### src/include/sbfc_pkg.sv
package sbfc_pkg;
	localparam int PTR_W = 13;
	localparam int DATA_W = 16;
	localparam int SYNC_DEPTH = 3;

	// command address codes
	localparam logic [2:0] CMD_FLOW_CTRL = 3'h4;
	localparam logic [2:0] CMD_FLAG_STAT = 3'h5;
	localparam logic [2:0] CMD_RSVD_A = 3'h6;
	localparam logic [2:0] CMD_RSVD_B = 3'h7;

	// flow control field positions
	localparam int FC_MODE1_LSB = 0;
	localparam int FC_MODE2_LSB = 2;
	localparam int FC_HALT_BIT = 4;
	localparam int FC_USED_W = 5;
	// flag status positions
	localparam int FS_FIRST_BIT = 0;
	localparam int FS_SECOND_BIT = 1;

	typedef enum logic [1:0] {
		SBFC_CHAIN = 2'b00,
		SBFC_STOP = 2'b01,
		SBFC_LINEAR = 2'b10,
		SBFC_MASK = 2'b11
	} sbfc_mode_e;

	localparam sbfc_mode_e MODE_RST = SBFC_CHAIN;
	localparam logic [PTR_W-1:0] PTR_RST = 13'h0000;
	localparam logic [DATA_W-1:0] BUS_ALL_HIGH = 16'hffff;

	// sequential-side controls, all active low
	typedef struct packed {
		logic count_advance_enable_n;
		logic pointer_load_n;
		logic jump_first_start_n;
		logic jump_second_start_n;
	} sbfc_seq_ctl_s;

	typedef struct packed {
		logic [PTR_W-1:0] start_first;
		logic [PTR_W-1:0] end_first;
		logic [PTR_W-1:0] start_second;
		logic [PTR_W-1:0] end_second;
	} sbfc_bounds_s;

	// random-port command pins
	typedef struct packed {
		logic cmd_sel_n;
		logic chip_sel;
		logic rd_wr_n;
		logic [2:0] addr;
		logic [DATA_W-1:0] wdata;
	} sbfc_cmd_s;
endpackage

### src/sbfc_core.sv
`timescale 1ns/1ps
// Overview of operation
// - chaining: flag at end, jump other start
// - stop: flag at end, halt at end+1 or end
// - halted pointer blocks sequential writes
// - linear: flag at end, keep incrementing
// - mask: no flag pin, status set, increment
// - writing bit4 zero releases halt; re-halts unless a count follows next cycle
// - load and start jumps also release halt
// - equal ends assert both flags together
// - equal ends chain to first start
// - status write zero clears, one keeps
// - either or both flags clear per write
// - status read shows reached-end bits
// - reserved reads return all ones
// - flow control upper bits read high, ignored
// - command cycle: select low, chip select high
// - reset: flags high, both buffers chaining
module sbfc_core
	import sbfc_pkg::*;
(
	// clock and reset
	input wire logic clk,
	input wire logic rst_b,
	// random-port command pins
	input wire sbfc_pkg::sbfc_cmd_s cmd_pins,
	output logic [sbfc_pkg::DATA_W-1:0] cmd_rdata,
	output logic cmd_rdata_oe,
	// sequential side
	input wire sbfc_pkg::sbfc_seq_ctl_s seq_ctl,
	input wire logic [sbfc_pkg::PTR_W-1:0] load_addr,
	input wire sbfc_pkg::sbfc_bounds_s bounds,
	output logic [sbfc_pkg::PTR_W-1:0] seq_pointer,
	output logic seq_write_block,
	// buffer flags
	output logic end_flag_first_n,
	output logic end_flag_second_n
);
	import sbfc_pkg::*;

	typedef struct packed {
		logic [SYNC_DEPTH-1:0] sel_n_s;
		logic [SYNC_DEPTH-1:0] cs_s;
		logic [SYNC_DEPTH-1:0] rw_s;
		logic [1:0][2:0] addr_s;
		logic [1:0][DATA_W-1:0] wd_s;
		logic sel_n_lvl;
		logic cs_lvl;
		logic rw_lvl;
		logic cmd_prev;
		logic [PTR_W-1:0] ptr;
		logic ld_pend;
		logic [PTR_W-1:0] ld_data;
		sbfc_mode_e mode1;
		sbfc_mode_e mode2;
		logic halted;
		logic rel_pend;
		logic [1:0] status;
		logic flag1_n;
		logic flag2_n;
		logic [DATA_W-1:0] rdata;
		logic rdata_oe;
	} sbfc_state_s;

	sbfc_state_s st_r;
	sbfc_state_s st_nxt;

	// a change on a pin counts once the last two stages agree
	function automatic logic settle(input logic [SYNC_DEPTH-1:0] s, input logic lvl);
		settle = (s[1] == s[2]) ? s[2] : lvl;
	endfunction

	function automatic logic [PTR_W-1:0] ptr_inc(input logic [PTR_W-1:0] p);
		ptr_inc = PTR_W'(p + 1'b1);
	endfunction

	logic cmd_act;
	logic cmd_start;
	logic cmd_wr;
	logic [2:0] cmd_addr;
	logic [DATA_W-1:0] cmd_wd;
	logic cnt_en;
	logic match1;
	logic match2;
	logic release_wr;
	sbfc_mode_e end_mode;

	always_comb begin
		st_nxt = st_r;
		st_nxt.sel_n_s = {st_r.sel_n_s[SYNC_DEPTH-2:0], cmd_pins.cmd_sel_n};
		st_nxt.cs_s = {st_r.cs_s[SYNC_DEPTH-2:0], cmd_pins.chip_sel};
		st_nxt.rw_s = {st_r.rw_s[SYNC_DEPTH-2:0], cmd_pins.rd_wr_n};
		st_nxt.addr_s = {st_r.addr_s[0], cmd_pins.addr};
		st_nxt.wd_s = {st_r.wd_s[0], cmd_pins.wdata};
		st_nxt.sel_n_lvl = settle(st_r.sel_n_s, st_r.sel_n_lvl);
		st_nxt.cs_lvl = settle(st_r.cs_s, st_r.cs_lvl);
		st_nxt.rw_lvl = settle(st_r.rw_s, st_r.rw_lvl);

		// address and data are stable by the time the selects have settled
		cmd_act = !st_r.sel_n_lvl && st_r.cs_lvl;
		cmd_start = cmd_act && !st_r.cmd_prev;
		cmd_wr = cmd_start && !st_r.rw_lvl;
		cmd_addr = st_r.addr_s[1];
		cmd_wd = st_r.wd_s[1];
		st_nxt.cmd_prev = cmd_act;

		release_wr = cmd_wr && (cmd_addr == CMD_FLOW_CTRL) && !cmd_wd[FC_HALT_BIT];
		if (cmd_wr && cmd_addr == CMD_FLOW_CTRL) begin
			// upper bits are dropped on write
			st_nxt.mode1 = sbfc_mode_e'(cmd_wd[FC_MODE1_LSB +: 2]);
			st_nxt.mode2 = sbfc_mode_e'(cmd_wd[FC_MODE2_LSB +: 2]);
		end

		cnt_en = !seq_ctl.count_advance_enable_n;
		match1 = st_r.ptr == bounds.end_first;
		match2 = st_r.ptr == bounds.end_second;
		end_mode = match1 ? st_r.mode1 : st_r.mode2;
		st_nxt.rel_pend = 1'b0;

		// pointer movement
		if (st_r.ld_pend) begin
			st_nxt.ptr = st_r.ld_data;
			st_nxt.ld_pend = 1'b0;
			st_nxt.halted = 1'b0;
		end else if (!seq_ctl.pointer_load_n) begin
			st_nxt.ld_pend = 1'b1;
			st_nxt.ld_data = load_addr;
			st_nxt.halted = 1'b0;
		end else if (!seq_ctl.jump_first_start_n) begin
			st_nxt.ptr = bounds.start_first;
			st_nxt.halted = 1'b0;
		end else if (!seq_ctl.jump_second_start_n) begin
			st_nxt.ptr = bounds.start_second;
			st_nxt.halted = 1'b0;
		end else if (release_wr && st_r.halted) begin
			// release acts off the counting path; position is kept
			// gated by halted so a plain mode write never steals a count
			st_nxt.halted = 1'b0;
			st_nxt.rel_pend = st_r.halted;
		end else if (st_r.rel_pend && !cnt_en) begin
			st_nxt.halted = 1'b1;
		end else if (st_r.halted) begin
			st_nxt.ptr = st_r.ptr;
		end else if ((match1 || match2) && !st_r.rel_pend) begin
			case (end_mode)
				SBFC_CHAIN: begin
					// equal ends: first buffer wins
					if (match1 && match2)
						st_nxt.ptr = bounds.start_first;
					else if (match1)
						st_nxt.ptr = bounds.start_second;
					else
						st_nxt.ptr = bounds.start_first;
				end
				SBFC_STOP: begin
					if (cnt_en)
						st_nxt.ptr = ptr_inc(st_r.ptr);
					st_nxt.halted = 1'b1;
				end
				SBFC_LINEAR: begin
					if (cnt_en)
						st_nxt.ptr = ptr_inc(st_r.ptr);
				end
				SBFC_MASK: begin
					if (cnt_en)
						st_nxt.ptr = ptr_inc(st_r.ptr);
				end
				default: st_nxt.ptr = st_r.ptr;
			endcase
		end else if (cnt_en) begin
			st_nxt.ptr = ptr_inc(st_r.ptr);
		end

		// flag status: clears first, then a same-cycle set wins
		if (cmd_wr && cmd_addr == CMD_FLAG_STAT) begin
			if (!cmd_wd[FS_FIRST_BIT])
				st_nxt.status[FS_FIRST_BIT] = 1'b0;
			if (!cmd_wd[FS_SECOND_BIT])
				st_nxt.status[FS_SECOND_BIT] = 1'b0;
		end
		if (match1)
			st_nxt.status[FS_FIRST_BIT] = 1'b1;
		if (match2)
			st_nxt.status[FS_SECOND_BIT] = 1'b1;
		st_nxt.flag1_n = !(st_nxt.status[FS_FIRST_BIT] && st_nxt.mode1 != SBFC_MASK);
		st_nxt.flag2_n = !(st_nxt.status[FS_SECOND_BIT] && st_nxt.mode2 != SBFC_MASK);

		// read path
		st_nxt.rdata_oe = cmd_act && st_r.rw_lvl;
		st_nxt.rdata = BUS_ALL_HIGH;
		case (cmd_addr)
			CMD_FLOW_CTRL: begin
				st_nxt.rdata[FC_MODE1_LSB +: 2] = st_r.mode1;
				st_nxt.rdata[FC_MODE2_LSB +: 2] = st_r.mode2;
				st_nxt.rdata[FC_HALT_BIT] = st_r.halted;
			end
			CMD_FLAG_STAT: st_nxt.rdata = {{(DATA_W-2){1'b0}}, st_r.status};
			CMD_RSVD_A, CMD_RSVD_B: st_nxt.rdata = BUS_ALL_HIGH;
			// start and end registers live outside this block
			default: st_nxt.rdata = BUS_ALL_HIGH;
		endcase
	end

	always_ff @(posedge clk) begin
		if (!rst_b) begin
			st_r <= '0;
			st_r.sel_n_s <= '1;
			st_r.sel_n_lvl <= 1'b1;
			st_r.rw_s <= '1;
			st_r.rw_lvl <= 1'b1;
			st_r.ptr <= PTR_RST;
			st_r.mode1 <= MODE_RST;
			st_r.mode2 <= MODE_RST;
			st_r.flag1_n <= 1'b1;
			st_r.flag2_n <= 1'b1;
			st_r.rdata <= BUS_ALL_HIGH;
		end else begin
			st_r <= st_nxt;
		end
	end

	assign cmd_rdata = st_r.rdata;
	assign cmd_rdata_oe = st_r.rdata_oe;
	assign seq_pointer = st_r.ptr;
	assign seq_write_block = st_r.halted;
	assign end_flag_first_n = st_r.flag1_n;
	assign end_flag_second_n = st_r.flag2_n;
endmodule // sbfc_core

### config.mk
export PLATFORM = sky130hd
export DESIGN_NAME = sbfc_core
export DESIGN_NICKNAME = d
export VERILOG_FILES = /design/src/include/sbfc_pkg.sv /design/src/sbfc_core.sv
export SDC_FILE = /design/constraint.sdc
export NUM_CORES = 1
export LEC_CHECK = 0
export BUFFER_PORTS_ARGS = -buffer_cell sky130_fd_sc_hd__buf_2
export CORE_MARGIN = 2
export CORE_UTILIZATION = 55
export CTS_CLUSTER_DIAMETER = 80
export DETAILED_ROUTE_END_ITERATION = 10
export PLACE_DENSITY_LB_ADDON = 0.2
export SETUP_SLACK_MARGIN = 0.1
export SLEW_MARGIN = 20
export SYNTH_ARGS = -nofsm -noshare
export SYNTH_HDL_FRONTEND = slang
export SYNTH_SLANG_ARGS = --single-unit
### constraint.sdc
create_clock -name clk -period 6.04 [get_ports clk]
set_clock_uncertainty 0.1 [all_clocks]
set_input_delay 0.302 -clock clk [delete_from_list [all_inputs] [get_ports clk]]
set_output_delay 0.302 -clock clk [all_outputs]
set_load 0.01 [all_outputs]
# ---- After elaboration in Yosys (flattened, before gate mapping)
# Cells that the tools add are included.
dict set report totals {
  output_inout_bits 33
  mem_bits_rw 0
  mem_count 0
  romBits 0
  latchBits 0
  ff_bits 83
  in_bits 93
}
dict set report classes {
  n_addsub 1
  bitwise_logic 6
  n_mul 0
  order_cmp 0
  n_reduce_logical 29
  shifts 0
  div 0
  muxes 26
  n_eq_ne 15
}
# operator n
set ops {}
lappend ops {{13-bit 2-to-1 mux} 10}
lappend ops {{14-bit 2-to-1 mux} 2}
lappend ops {{13-bit == test} 2}
lappend ops {{13-bit case mux with 2 select lines} 1}
lappend ops {{13-bit by 1-bit adder with 13-bit output, second input constant} 1}
lappend ops {{1-bit logical AND} 13}
lappend ops {{6-bit OR reduction} 2}
lappend ops {{11-bit 2-to-1 mux} 1}
lappend ops {{5-bit case mux with 2 select lines} 1}
lappend ops {{1-bit 2-to-1 mux} 8}
lappend ops {{4-bit inequality test, second input constant} 2}
lappend ops {{1-bit zero test} 7}
lappend ops {{3-bit == test, second input constant} 2}
lappend ops {{1-bit inverter} 6}
lappend ops {{2-bit == test, second input constant} 2}
lappend ops {{2-bit 2-to-1 mux} 2}
lappend ops {{4-bit 2-to-1 mux} 1}
lappend ops {{2-bit inequality test, second input constant} 2}
lappend ops {{4-bit by 3-bit inequality test with 1-bit output, second input constant} 1}
lappend ops {{4-bit AND reduction} 1}
lappend ops {{1-bit == test} 3}
lappend ops {{3-bit OR reduction} 1}
lappend ops {{2-bit by 1-bit == test with 1-bit output, second input constant} 1}
lappend ops {{2-bit zero test} 1}
lappend ops {{4 further kinds} 4}

# ---- Longest topological paths before layout
# Gate-level depths: netlist (run 1).
dict set report depth {
  depth_word 13
  depth_mapped 10
  mapped_depth_nobuf 8
}

# ---- Least setup slack after synthesis (run 1)
# Ideal clock, no wire load.
dict set report synth_timing {
  path_kind {flip-flop to flip-flop}
  start {reg st_r, in the netlist seq_pointer[8]}
  end {reg st_r, in the netlist seq_pointer[6]}
  path_buffers 2
  required_ns 5.811
  slack_ns 3.702
  path_stages_with_launch 10
  arrival_ns 2.108
  setup_time_ns 0.129
  cell_sequence {dfxtp_1 -> buf_2 -> xor2_1 -> nor4_2 -> nand4_2 -> and4_4 -> buf_6 -> or4_1 -> a21oi_1 -> a2111oi_2}
}
dict set report synth_via {
  elab_chain_len 13
  elab_cells_between_ends 22
  cone_classes {eq/ne: 5; mux: 12; reduce/logical: 5}
}
# element line_no
set synth_lines {}
lappend synth_lines {{start: declaration} sbfc_core.sv:65} ;# sbfc_state_s st_r;
lappend synth_lines {{start signal: assignment} sbfc_core.sv:218} ;# st_r <= st_nxt;
lappend synth_lines {{13-bit == test} sbfc_core.sv:115} ;# match1 = st_r.ptr == bounds.end_first;
lappend synth_lines {{2-bit 2-to-1 mux} sbfc_core.sv:117} ;# end_mode = match1 ? st_r.mode1 : st_r.mode2;
lappend synth_lines {{2-bit == test / 2-bit by 1-bit == test with 1-bit output (equally long branches)} sbfc_core.sv:145} ;# case (end_mode)
lappend synth_lines {{3-bit OR reduction (no line)} n/a}
lappend synth_lines {{13-bit case mux with 2 select lines} sbfc_core.sv:145}
lappend synth_lines {{13-bit 2-to-1 mux (*)} sbfc_core.sv:144} ;# end else if ((match1 || match2) && !st_r.rel_pend) begin
lappend synth_lines {{13-bit 2-to-1 mux (*)} sbfc_core.sv:142} ;# end else if (st_r.halted) begin
lappend synth_lines {{13-bit 2-to-1 mux (*)} sbfc_core.sv:140} ;# end else if (st_r.rel_pend && !cnt_en) begin
lappend synth_lines {{13-bit 2-to-1 mux (*)} sbfc_core.sv:135} ;# end else if (release_wr && st_r.halted) begin
lappend synth_lines {{13-bit 2-to-1 mux (*)} sbfc_core.sv:132} ;# end else if (!seq_ctl.jump_second_start_n) begin
lappend synth_lines {{13-bit 2-to-1 mux (*)} sbfc_core.sv:129} ;# end else if (!seq_ctl.jump_first_start_n) begin
lappend synth_lines {{13-bit 2-to-1 mux (*)} sbfc_core.sv:125} ;# end else if (!seq_ctl.pointer_load_n) begin
lappend synth_lines {{14-bit 2-to-1 mux (*)} sbfc_core.sv:121} ;# if (st_r.ld_pend) begin
# Every way passes the cells marked *; elsewhere a longest branch is shown, timed or not. The select of a mux whose other input is x is not followed.
# A chain may end at the register's enable or synchronous reset.

# ---- Worst setup path after layout (run 1)
dict set report layout_timing {
  start {reg st_r, in the netlist seq_pointer[8]}
  end {reg st_r, in the netlist seq_pointer[5]}
}
# Same word-level chain as after synthesis.

==> results of run 1 <==
-- critical path, delay by kind of cell (launching register included) --
family	cells	cell delay, ps
and+or+nand+nor	3	1250
DFF	1	570
AOI/OAI and AO/OA	2	540
muxes	1	230
xor gates and xnor gates	1	140
-- placed cells by master, fill, tap and decap left out, types with 3 or more instances in the layout --
cell / netlist / final
nand2_1: 44 / 44
and2_1: 21 / 21
a31oi_1: 8 / 8
xnor2_1: 4 / 4
nand4_1: 7 / 7
inv_1: 8 / 8
nor4_1: 4 / 4
a21oi_1: 28 / 28
dfxtp_1: 73 / 73
nor2_1: 27 / 27
and3_1: 5 / 5
o22ai_1: 4 / 4
o21ai_0: 27 / 27
mux2i_1: 12 / 12
xor2_1: 32 / 32
nand2b_1: 10 / 10
a41oi_1: 3 / 3
nand3_1: 11 / 11
clkbuf_8: 0 / 9
nor3_1: 12 / 12
buf_2: 9 / 114
a221oi_1: 4 / 4
o211ai_1: 8 / 8
a221o_1: 3 / 3
-- final timing paths --
check / startpoint / to / slack (ps) / cells past startpoint
setup reg to reg: seq_pointer[8] / seq_pointer[5] / 3150 / 7
hold reg to reg: st_nxt[103] / st_nxt[104] / 310 / 1
setup / recovery: seq_pointer[8] / seq_pointer[5] / 3150 / 7
hold / removal: cmd_pins[21] / st_nxt[103] / 30 / 2
-- routing by layer --
layer,vias up,GRT usage (%),part of all wire (%)
met5,-,0,0
met4,0,8.95,1.7
met3,19,5.75,10
met2,214,39.8,43
met1,1619,34.4,45
li1,1723,-,-
-- report_power, final --
group	switching, mW	internal (mW)
sequential	0.0302	0.502
clock	0.193	0.236
combinational	0.0776	0.0689
total	0.301	0.807
-- area by class of cell --
type,instances,area share [%]
multi-input cells,317,45.3
flip-flops and latches,73,33.0
repair buffers,115,13.1
clock buffers,9,2.80
well taps,96,2.71
clock inverters,7,2.26
inverters,10,0.848
-- sequential cells by signal, indices dropped and copies added (netlist names) --
register and flops:
st_nxt 14, end_flag_second_n 1, seq_pointer 13, seq_write_block 1
cmd_addr 3, end_flag_first_n 1, cmd_rdata 6, st_r 28
cmd_rdata_oe 1, cmd_wd 5
-- through the flow --
stage          power, mW  instances  hold WS [ps]
2_1_floorplan      0.642        465           286
3_3_place_gp       0.682        611           290
3_5_place_dp       0.687        611           296
4_1_cts             1.11        627          18.5
5_1_grt             1.15        627          22.2
6_report            1.11        627          29.7
-- kinds of logic (layout without fill, tap and decap cells) --
group,Yosys count,in the layout,share of synthesized area (%)
multiplexers,14,14,3.66
AO/OA/AOI/OAI,107,107,18.0
adder cells (fa/ha/maj),1,1,0.321
AND/OR/NAND/NOR,159,159,21.5
XOR/XNOR,36,36,8.09
flip-flops,73,73,37.5
buffers and inverters,75,141,11.0
-- cell usage after synthesis (3+ instances only) --
master / number / area (µm²)
clkbuf_1: 23 / 86.3
a21oi_1: 28 / 140
and3_1: 5 / 31.3
nor4_1: 4 / 25.0
o21ai_0: 27 / 135
a221oi_1: 4 / 35.0
xnor2_1: 4 / 35.0
and2_1: 21 / 131
nand3_1: 11 / 55.1
nand4_1: 7 / 43.8
o211ai_1: 8 / 60.1
mux2i_1: 12 / 120
a31oi_1: 8 / 50.1
xor2_1: 32 / 280
dfxtp_1: 73 / 1460
o22ai_1: 4 / 25.0
buf_4: 30 / 225
nor2_1: 27 / 101
nor3_1: 12 / 60.1
buf_6: 3 / 33.8
nand2_1: 44 / 165
a41oi_1: 3 / 26.3
a221o_1: 3 / 30.0
buf_2: 9 / 45.0
nand2b_1: 10 / 62.6
inv_1: 8 / 30.0
==> impl_metrics.csv, run 1 <==
group,metric,value,unit
placement,pre_cts_ws,3230,ps
synthesis,synth_area,3900,µm²
detailed_routing,via_count,3575,
hold_path,worstHoldPathType,"in2reg",
detailed_routing,first_pass_iters,6,
placement,place_congestion,0.891,
cts,clk_pin_slew,80,ps
critical_path,path_cells,"xor2_1 > nor4_2 > nand4_2 > nand2b_1 > mux2i_1 > a41oi_1 > o221a_2",
final_layout,final_area,4430,µm²
critical_path,critPathSlowestCell,"dfxtp_1",
cts,cts_tree,"done",
synthesis,synth_fp_nets,559,
cts,clock_sinks,73,
final_layout,areaGrowthSynthToFinish,13.6,%
placement,port_buffers,114,
critical_path,critPathRequiredTime,6240,ps
cts,root_buffer,"clkbuf_8",
final_layout,nets,620,
cts,post_cts_buffers,0,
grt,grt_max_degree,45,
detailed_routing,via_per_inst,5.70,
detailed_routing,drt-initial-drc-count,349,
die,die_h,88.2,µm
timing,timing.final.hold_violations,0,
timing,slew_headroom,40.5,%
cts,numCtsBuffers,9,
cts,cts_hold_buf,0,
final_layout,register_area,1460,µm²
synthesis,yosys_most_used_dff,"dfxtp_1",
synthesis,syn_area_per_cell,8.38,µm²
grt,first_global_vias,3208,
power,vdd_ir_drop_max,0.000151,V
detailed_routing,drc,0,
critical_path,critPathArrivalTime,3080,ps
detailed_routing,wl_per_cell,15.4,µm
timing,setup_viol,0,
die,die_w,88.2,µm
synthesis,ys_warn_count,0,
final_layout,final_core_util,64.8,%
timing,max_slew.worst_pin.slew,892,ps
grt,grt_overflow,0,
critical_path,critPathLaunchType,"flop",
synthesis,syn_inst,465,
synthesis,ys_types,59,
timing,timing.fmax,346,MHz
cts,worstSkewPairLatency,350,ps
critical_path,path_max_fanout,17,
timing,fin_crit,2890,ps
die,num_io_pins,126,
power,p_per_area,250,nW/µm²
timing,setup-tns-final,0,ps
outcome,status,"finished, final reports clean",
critical_path,worstSetupPathType,"reg2reg",
grt,antenna_found_initial,0,
synthesis,synth-seq-area-share,37.5,%
grt,grt_pass1_wl,15300,µm
cts,cts_resized,0,
timing,maxSlewViolCount,0,
timing,worst_slack,3150,ps
timing,post-route-period-util,47.8,%
cts,clock_path_buffers,2,
die,coreArea,6830,µm²
final_layout,n_fill_cell,621,
final_layout,multi_input_area,2010,µm²
cts,htreeDepth,3,
synthesis,async_reset_ff_share,0,%
placement,dp_hpwl,6930,µm
detailed_routing,detail-route-antenna-nets,0,
die,start_util,57.0,%
synthesis,synth_edf_count,0,
final_layout,n_antenna_cell,0,
die,fp-row-count,30,
job,cap_viol_max_count,0,
timing,rsz0062_at_grt,"no",
critical_path,end_kind,"flop",
synthesis,ys_ff_latch,73,
critical_path,max_stage_delay,570,ps
grt,track_usage,25.4,%
power,power.leakage,1.88,nW
detailed_routing,drt-total-wl,9640,µm
placement,place_area,4200,µm²
final_layout,layout-drive-gt1-share,27.1,%
die,fp.dieArea,7770,µm²
Note: power is estimated with default switching activity, not from simulation.
==> run 2, diff against run 1 <==
- CORE_UTILIZATION: 55 -> 51
- clock period: 6.04 -> 2.95 ns (I/O delays scaled with it)
==> run 2 against run 1 <==
Against the previous run:
- global-route usage increased by 0.50 points
- sequential cell count unchanged
- non-clock buffer count increased by 47
- combinational power increased to 2.7 times the previous value
- total power increased by 120%
- core utilization increased by 1.9 points
- maximum frequency increased by 6.1%
- first-iteration DRC count decreased by 16%
- wire length increased by 12%
- worst setup slack got worse by 2900 ps
- clock power increased by 140%
- hold slack improved by 27 ps
- highest routed layer unchanged
==> impl_metrics.csv, run 2 (synthesis results as in run 1) <==
group,metric,value,unit
placement,port_buffers,114,
final_layout,n_fill_cell,607,
power,p_per_area,508,nW/µm²
critical_path,path_max_fanout,9,
grt,antenna_found_initial,0,
timing,post-route-period-util,92.3,%
detailed_routing,wl_per_cell,16.0,µm
die,die_h,91.4,µm
detailed_routing,via_per_inst,5.60,
critical_path,critPathArrivalTime,2840,ps
detailed_routing,drt-total-wl,10800,µm
timing,setup_viol,0,
critical_path,worstSetupPathType,"reg2reg",
final_layout,largest_register_ffs,28,
power,power.leakage,2.11,nW
timing,fin_crit,2720,ps
detailed_routing,detail-route-antenna-nets,0,
timing,timing.fmax,367,MHz
timing,maxSlewViolCount,0,
final_layout,regMostFlops,"st_r",
placement,place_congestion,0.916,
critical_path,max_stage_delay,460,ps
timing,worst_slack,228,ps
die,fp.dieArea,8350,µm²
die,die_w,91.4,µm
die,fp-row-count,31,
detailed_routing,via_count,3793,
cts,clock_path_buffers,2,
critical_path,critPathRequiredTime,3070,ps
die,num_io_pins,126,
detailed_routing,drt-initial-drc-count,293,
grt,first_global_vias,3493,
power,power,2.48,mW
timing,max_slew.worst_pin.slew,766,ps
timing,timing.final.hold_violations,0,
critical_path,end_kind,"flop",
cts,cts_tree,"done",
critical_path,critPathLaunchType,"flop",
final_layout,n_antenna_cell,0,
critical_path,path_cells,"xor2_1 > nor4_2 > nand4_2 > buf_4 > o21ai_0 > nor3_1 > a2111oi_1 > o211ai_1",
grt,track_usage,25.9,%
job,cap_viol_max_count,0,
cts,numCtsBuffers,9,
hold_path,worstHoldPathType,"in2reg",
timing,setup-tns-final,0,ps
cts,clock_sinks,73,
power,vdd_ir_drop_max,0.000458,V
outcome,status,"finished, final reports clean",
grt,grt_overflow,0,
cts,htreeDepth,3,
die,start_util,53.1,%
timing,rsz0062_at_grt,"no",
grt,grt_pass1_wl,17100,µm
final_layout,final_common_cell,"buf_2",
cts,worstSkewPairLatency,350,ps
final_layout,layout-drive-gt1-share,28.2,%
cts,clk_pin_slew,80,ps
placement,pre_cts_ws,307,ps
timing,slew_headroom,48.7,%
detailed_routing,drc,0,
cts,cts_resized,0,
final_layout,multi_input_area,2010,µm²
grt,grt_max_degree,44,
final_layout,areaGrowthSynthToFinish,25.6,%
cts,root_buffer,"clkbuf_8",
critical_path,critPathSlowestCell,"dfxtp_1",
final_layout,nets,667,
final_layout,final_cell_mix,"114 x buf_2, 73 x dfxtp_1, 44 x nand2_1",
final_layout,register_area,1460,µm²
detailed_routing,first_pass_iters,5,
die,coreArea,7330,µm²
placement,dp_hpwl,7790,µm
[run 2: cell count changes in the layout (fill, tap and decap cells not counted), sizes merged]
cell / change
buf: +20
dlygate4sd3: +27
bufinv: +2
inv: -1
clkinv: -2
clkbuf: +1
[run 2: final timing paths]
check                 startpoint              to  slack (ps)  cells after the start
hold / removal        bounds[15]  seq_pointer[2]          60                      3
setup / recovery  seq_pointer[8]  seq_pointer[3]         230                      8
setup reg to reg  seq_pointer[8]  seq_pointer[3]         230                      8
hold reg to reg      st_nxt[103]     st_nxt[104]         310                      1
[run 2: worst max-delay path: cells and delay by family, from the launching register on]
family | cells | cell delay (ps)
flip-flops | 1 | 460
XOR/XNOR | 1 | 120
AO/OA/AOI/OAI | 3 | 930
buffers and inverters | 1 | 260
AND/OR/NAND/NOR | 3 | 720
[run 2: stage by stage]
| stage | cells | hold WS [ps] | util (%) | instance area (µm²) |
|---|---|---|---|---|
| global placement | 634 | 229 | 59.4 | 4360 |
| detailed placement | 634 | 234 | 59.4 | 4360 |
| finish | 677 | 56.5 | 66.8 | 4890 |
| CTS | 677 | 42.5 | 66.8 | 4890 |
| floorplan | 465 | 149 | - | 3900 |
| global route | 677 | 63.5 | 66.8 | 4890 |
[run 2: what timing repair did]
action	in CTS	in global routing
endpoints found under the hold margin	27	0
hold buffers	27	0
setup buffers	0	0
[run 2: where the power goes]
group / total (mW) / switching [mW] / internal (mW)
logic: 0.388 / 0.201 / 0.187
clock network: 1.03 / 0.382 / 0.652
registers: 1.06 / 0.0340 / 1.03
total: 2.48 / 0.616 / 1.87
[run 2: routing by layer]
metal  global-route usage (%)  share of wire, %  vias up  routed length (µm)
met5                        0                 0        -                   0
met4                     9.34               1.6        0                 171
met3                     5.15               7.9       15                 856
met2                     42.2                47      183                5030
met1                     33.8                44     1773                4750
li1                         -                 -     1822                   -
[run 2: final cells by class]
cell class / instances / area share [%]
Multi-Input combinational cell: 317 / 41.0
Tap cell: 99 / 2.53
Sequential cell: 73 / 29.9
Clock buffer: 10 / 2.61
Clock inverter: 6 / 2.81
Timing Repair Buffer: 162 / 20.4
Inverter: 10 / 0.767
==> run 3, diff against run 2 <==
- CELL_PAD_IN_SITES_DETAIL_PLACEMENT: not set -> 2
- CELL_PAD_IN_SITES_GLOBAL_PLACEMENT: not set -> 2
- CORE_UTILIZATION: 51 -> 29
- GPL_TIMING_DRIVEN: not set -> 0
==> run 3 against run 2 <==
Against the previous run:
- wire length increased by 39%
- total power increased by 8.5%
- die area increased by 72%
- register-to-register slack got worse by 100 ps
- via count increased by 3.0%
- non-clock buffer count increased by 39
- sequential power about the same
- first-iteration DRC count decreased by 40%
- sequential cell count unchanged
- critical endpoint unchanged
- maximum frequency decreased by 3.6%
- critical path depth increased by 2
- critical path type unchanged
==> impl_metrics.csv, run 3 (synthesis results as in run 1) <==
group,metric,value,unit
detailed_routing,detail-route-antenna-nets,0,
timing,slew_headroom,57.6,%
grt,grt_max_degree,14,
hold_path,min_path_cells,3,
power,p_comb_share,15.9,%
critical_path,critPathLaunchType,"flop",
final_layout,nets,706,
cts,cts_tree,"done",
timing,rsz0062_at_grt,"yes",
cts,clock_sinks,73,
timing,max_slew.worst_pin.slew,632,ps
critical_path,end_kind,"flop",
timing,timing.fmax,354,MHz
critical_path,critPathSlowestCell,"nor4_2",
final_layout,multi_input_area,2030,µm²
grt,grt_overflow,0,
power,power_frac_clock,44.6,%
final_layout,final_core_util,39.9,%
critical_path,r2r_end,"seq_pointer[3]",
power,power_switching,0.724,mW
cts,clk_pin_slew,60,ps
cts,htreeDepth,3,
timing,setup_viol,0,
detailed_routing,drc,0,
outcome,status,"finished, final reports clean",
timing,fin_crit,2820,ps
grt,first_global_vias,4154,
die,fp.dieArea,14400,µm²
final_layout,n_fill_cell,1515,
power,seqPwrFrac,39.5,%
job,cap_viol_max_count,0,
die,coreArea,13200,µm²
cts,root_buffer,"clkbuf_16",
power,intPower,1.97,mW
final_layout,n_antenna_cell,0,
final_layout,layout-drive-gt1-share,30.5,%
detailed_routing,drt-initial-drc-count,177,
die,start_util,29.5,%
cts,worstSkewPairLatency,340,ps
critical_path,critPathArrivalTime,2930,ps
final_layout,largest_register_ffs,28,
power,p_per_area,512,nW/µm²
placement,place_congestion,0.856,
timing,maxSlewViolCount,0,
critical_path,timing.rr.start,"seq_pointer[8]",
detailed_routing,wl_per_cell,18.9,µm
die,fp-row-count,42,
die,die_h,120,µm
critical_path,worstSetupPathType,"reg2reg",
timing,post-route-period-util,95.7,%
detailed_routing,first_pass_iters,4,
die,num_io_pins,126,
hold_path,whs_endpoint,"seq_pointer[10]",
grt,track_usage,21.2,%
power,sw_frac_of_total,26.9,%
detailed_routing,drt-total-wl,15000,µm
critical_path,cpLargestDelayFamily,"simple AND/OR/NAND/NOR gates",
critical_path,max_stage_delay,410,ps
critical_path,rrSetupSlack,130,ps
cts,numCtsBuffers,9,
critical_path,critPathBufInv,3,
final_layout,final_cell_mix,"120 x buf_2, 72 x dfxtp_1, 44 x nand2_1",
detailed_routing,via_count,3906,
grt,antenna_found_initial,0,
die,die_w,120,µm
detailed_routing,via_per_inst,4.93,
critical_path,path_cells,"buf_2 > xor2_1 > nor4_2 > and4_1 > buf_4 > and4_4 > buf_6 > nor3_1 > a2111oi_1 > o211ai_1",
critical_path,ff2ff_path_depth,10,
grt,grt_pass1_wl,23400,µm
hold_path,hp-start,"bounds[23]",
placement,dp_hpwl,11200,µm
power,power.leakage,2.24,nW
hold_path,worstHoldPathType,"in2reg",
final_layout,regMostFlops,"st_r",
final_layout,register_area,1460,µm²
final_layout,final_common_cell,"buf_2",
final_layout,areaGrowthSynthToFinish,35.1,%
power,vdd_ir_drop_max,0.000197,V
cts,clock_path_buffers,2,
critical_path,path_max_fanout,10,
critical_path,critPathRequiredTime,3050,ps
timing,timing.final.hold_violations,0,
timing,hold_ws,23.8,ps
placement,port_buffers,111,
run 3: changes by cell type in the layout (fill, tap and decap cells not counted), sizes merged:
cell         change
dlygate4sd3      -3
clkbuf          +23
clkinvlp         +1
bufinv           -2
clkinv           +1
buf             +19
run 3: cell type report:
cell class	count	share of cell area [%]
flip-flops and latches	73	27.8
plain buffers	65	7.49
well taps	176	4.18
clock buffers	10	4.35
multi-input cells	317	38.5
repair buffers	136	15.3
clock inverters	6	1.71
inverters	10	0.713
run 3: layer usage:
layer  track usage [%]  share of wire, %
met1              28.0                47
met2              36.0                47
met3              3.66               5.1
met4              5.07              0.96
met5                 0                 0
run 3: what timing repair did:
item / in CTS / in global routing
gates cloned: 0 / 0
pin swaps: 0 / 1
hold buffers: 24 / 0
resized for setup: 3 / 6
setup buffers: 0 / 1
endpoints found under the setup margin: 7 / 12
endpoints found under the hold margin: 24 / 0
run 3: per-stage QoR:
| stage | setup WS (ps) | power [mW] | TNS (ps) | cells | area (µm²) |
|---|---|---|---|---|---|
| after floorplan | 612 | 1.31 | 0 | 465 | 3900 |
| after global placement | 3.47 | 1.47 | 0 | 752 | 4670 |
| after detailed placement | -40.8 | 1.48 | -40.8 | 752 | 4670 |
| after CTS | 60.0 | 2.71 | 0 | 792 | 5240 |
| after global routing | 11.6 | 2.81 | 0 | 793 | 5270 |
| final | 126 | 2.70 | 0 | 793 | 5270 |
run 3: how the worst max path moves through the flow:
stage | startpoint | slack [ps] | to | cells past startpoint
detailed placement | seq_pointer[0] | -40 | seq_pointer[3] | 8
floorplan | seq_pointer[8] | 610 | seq_pointer[6] | 9
finish | seq_pointer[8] | 130 | seq_pointer[3] | 10
global placement | seq_pointer[0] | 3 | seq_pointer[3] | 8
global route | seq_pointer[8] | 10 | seq_pointer[3] | 10
CTS | seq_pointer[8] | 60 | seq_pointer[3] | 9
run 3: power groups by stage:
| stage | combinational (mW) | clock [mW] | sequential [mW] |
|---|---|---|---|
| CTS | 0.427 | 1.22 | 1.07 |
| floorplan | 0.243 | 0 | 1.07 |
| finish | 0.428 | 1.20 | 1.06 |
| global placement | 0.385 | 0 | 1.08 |
| detailed placement | 0.398 | 0 | 1.09 |
| global route | 0.469 | 1.27 | 1.07 |
run 3: worst reg2reg max path: cells and delay by family, from the launching register on:
kind / cells / cell delay (ps)
AO/OA/AOI/OAI: 2 / 540
XOR/XNOR: 1 / 130
AND/OR/NAND/NOR: 4 / 980
buffers and inverters: 3 / 590
flip-flops: 1 / 350
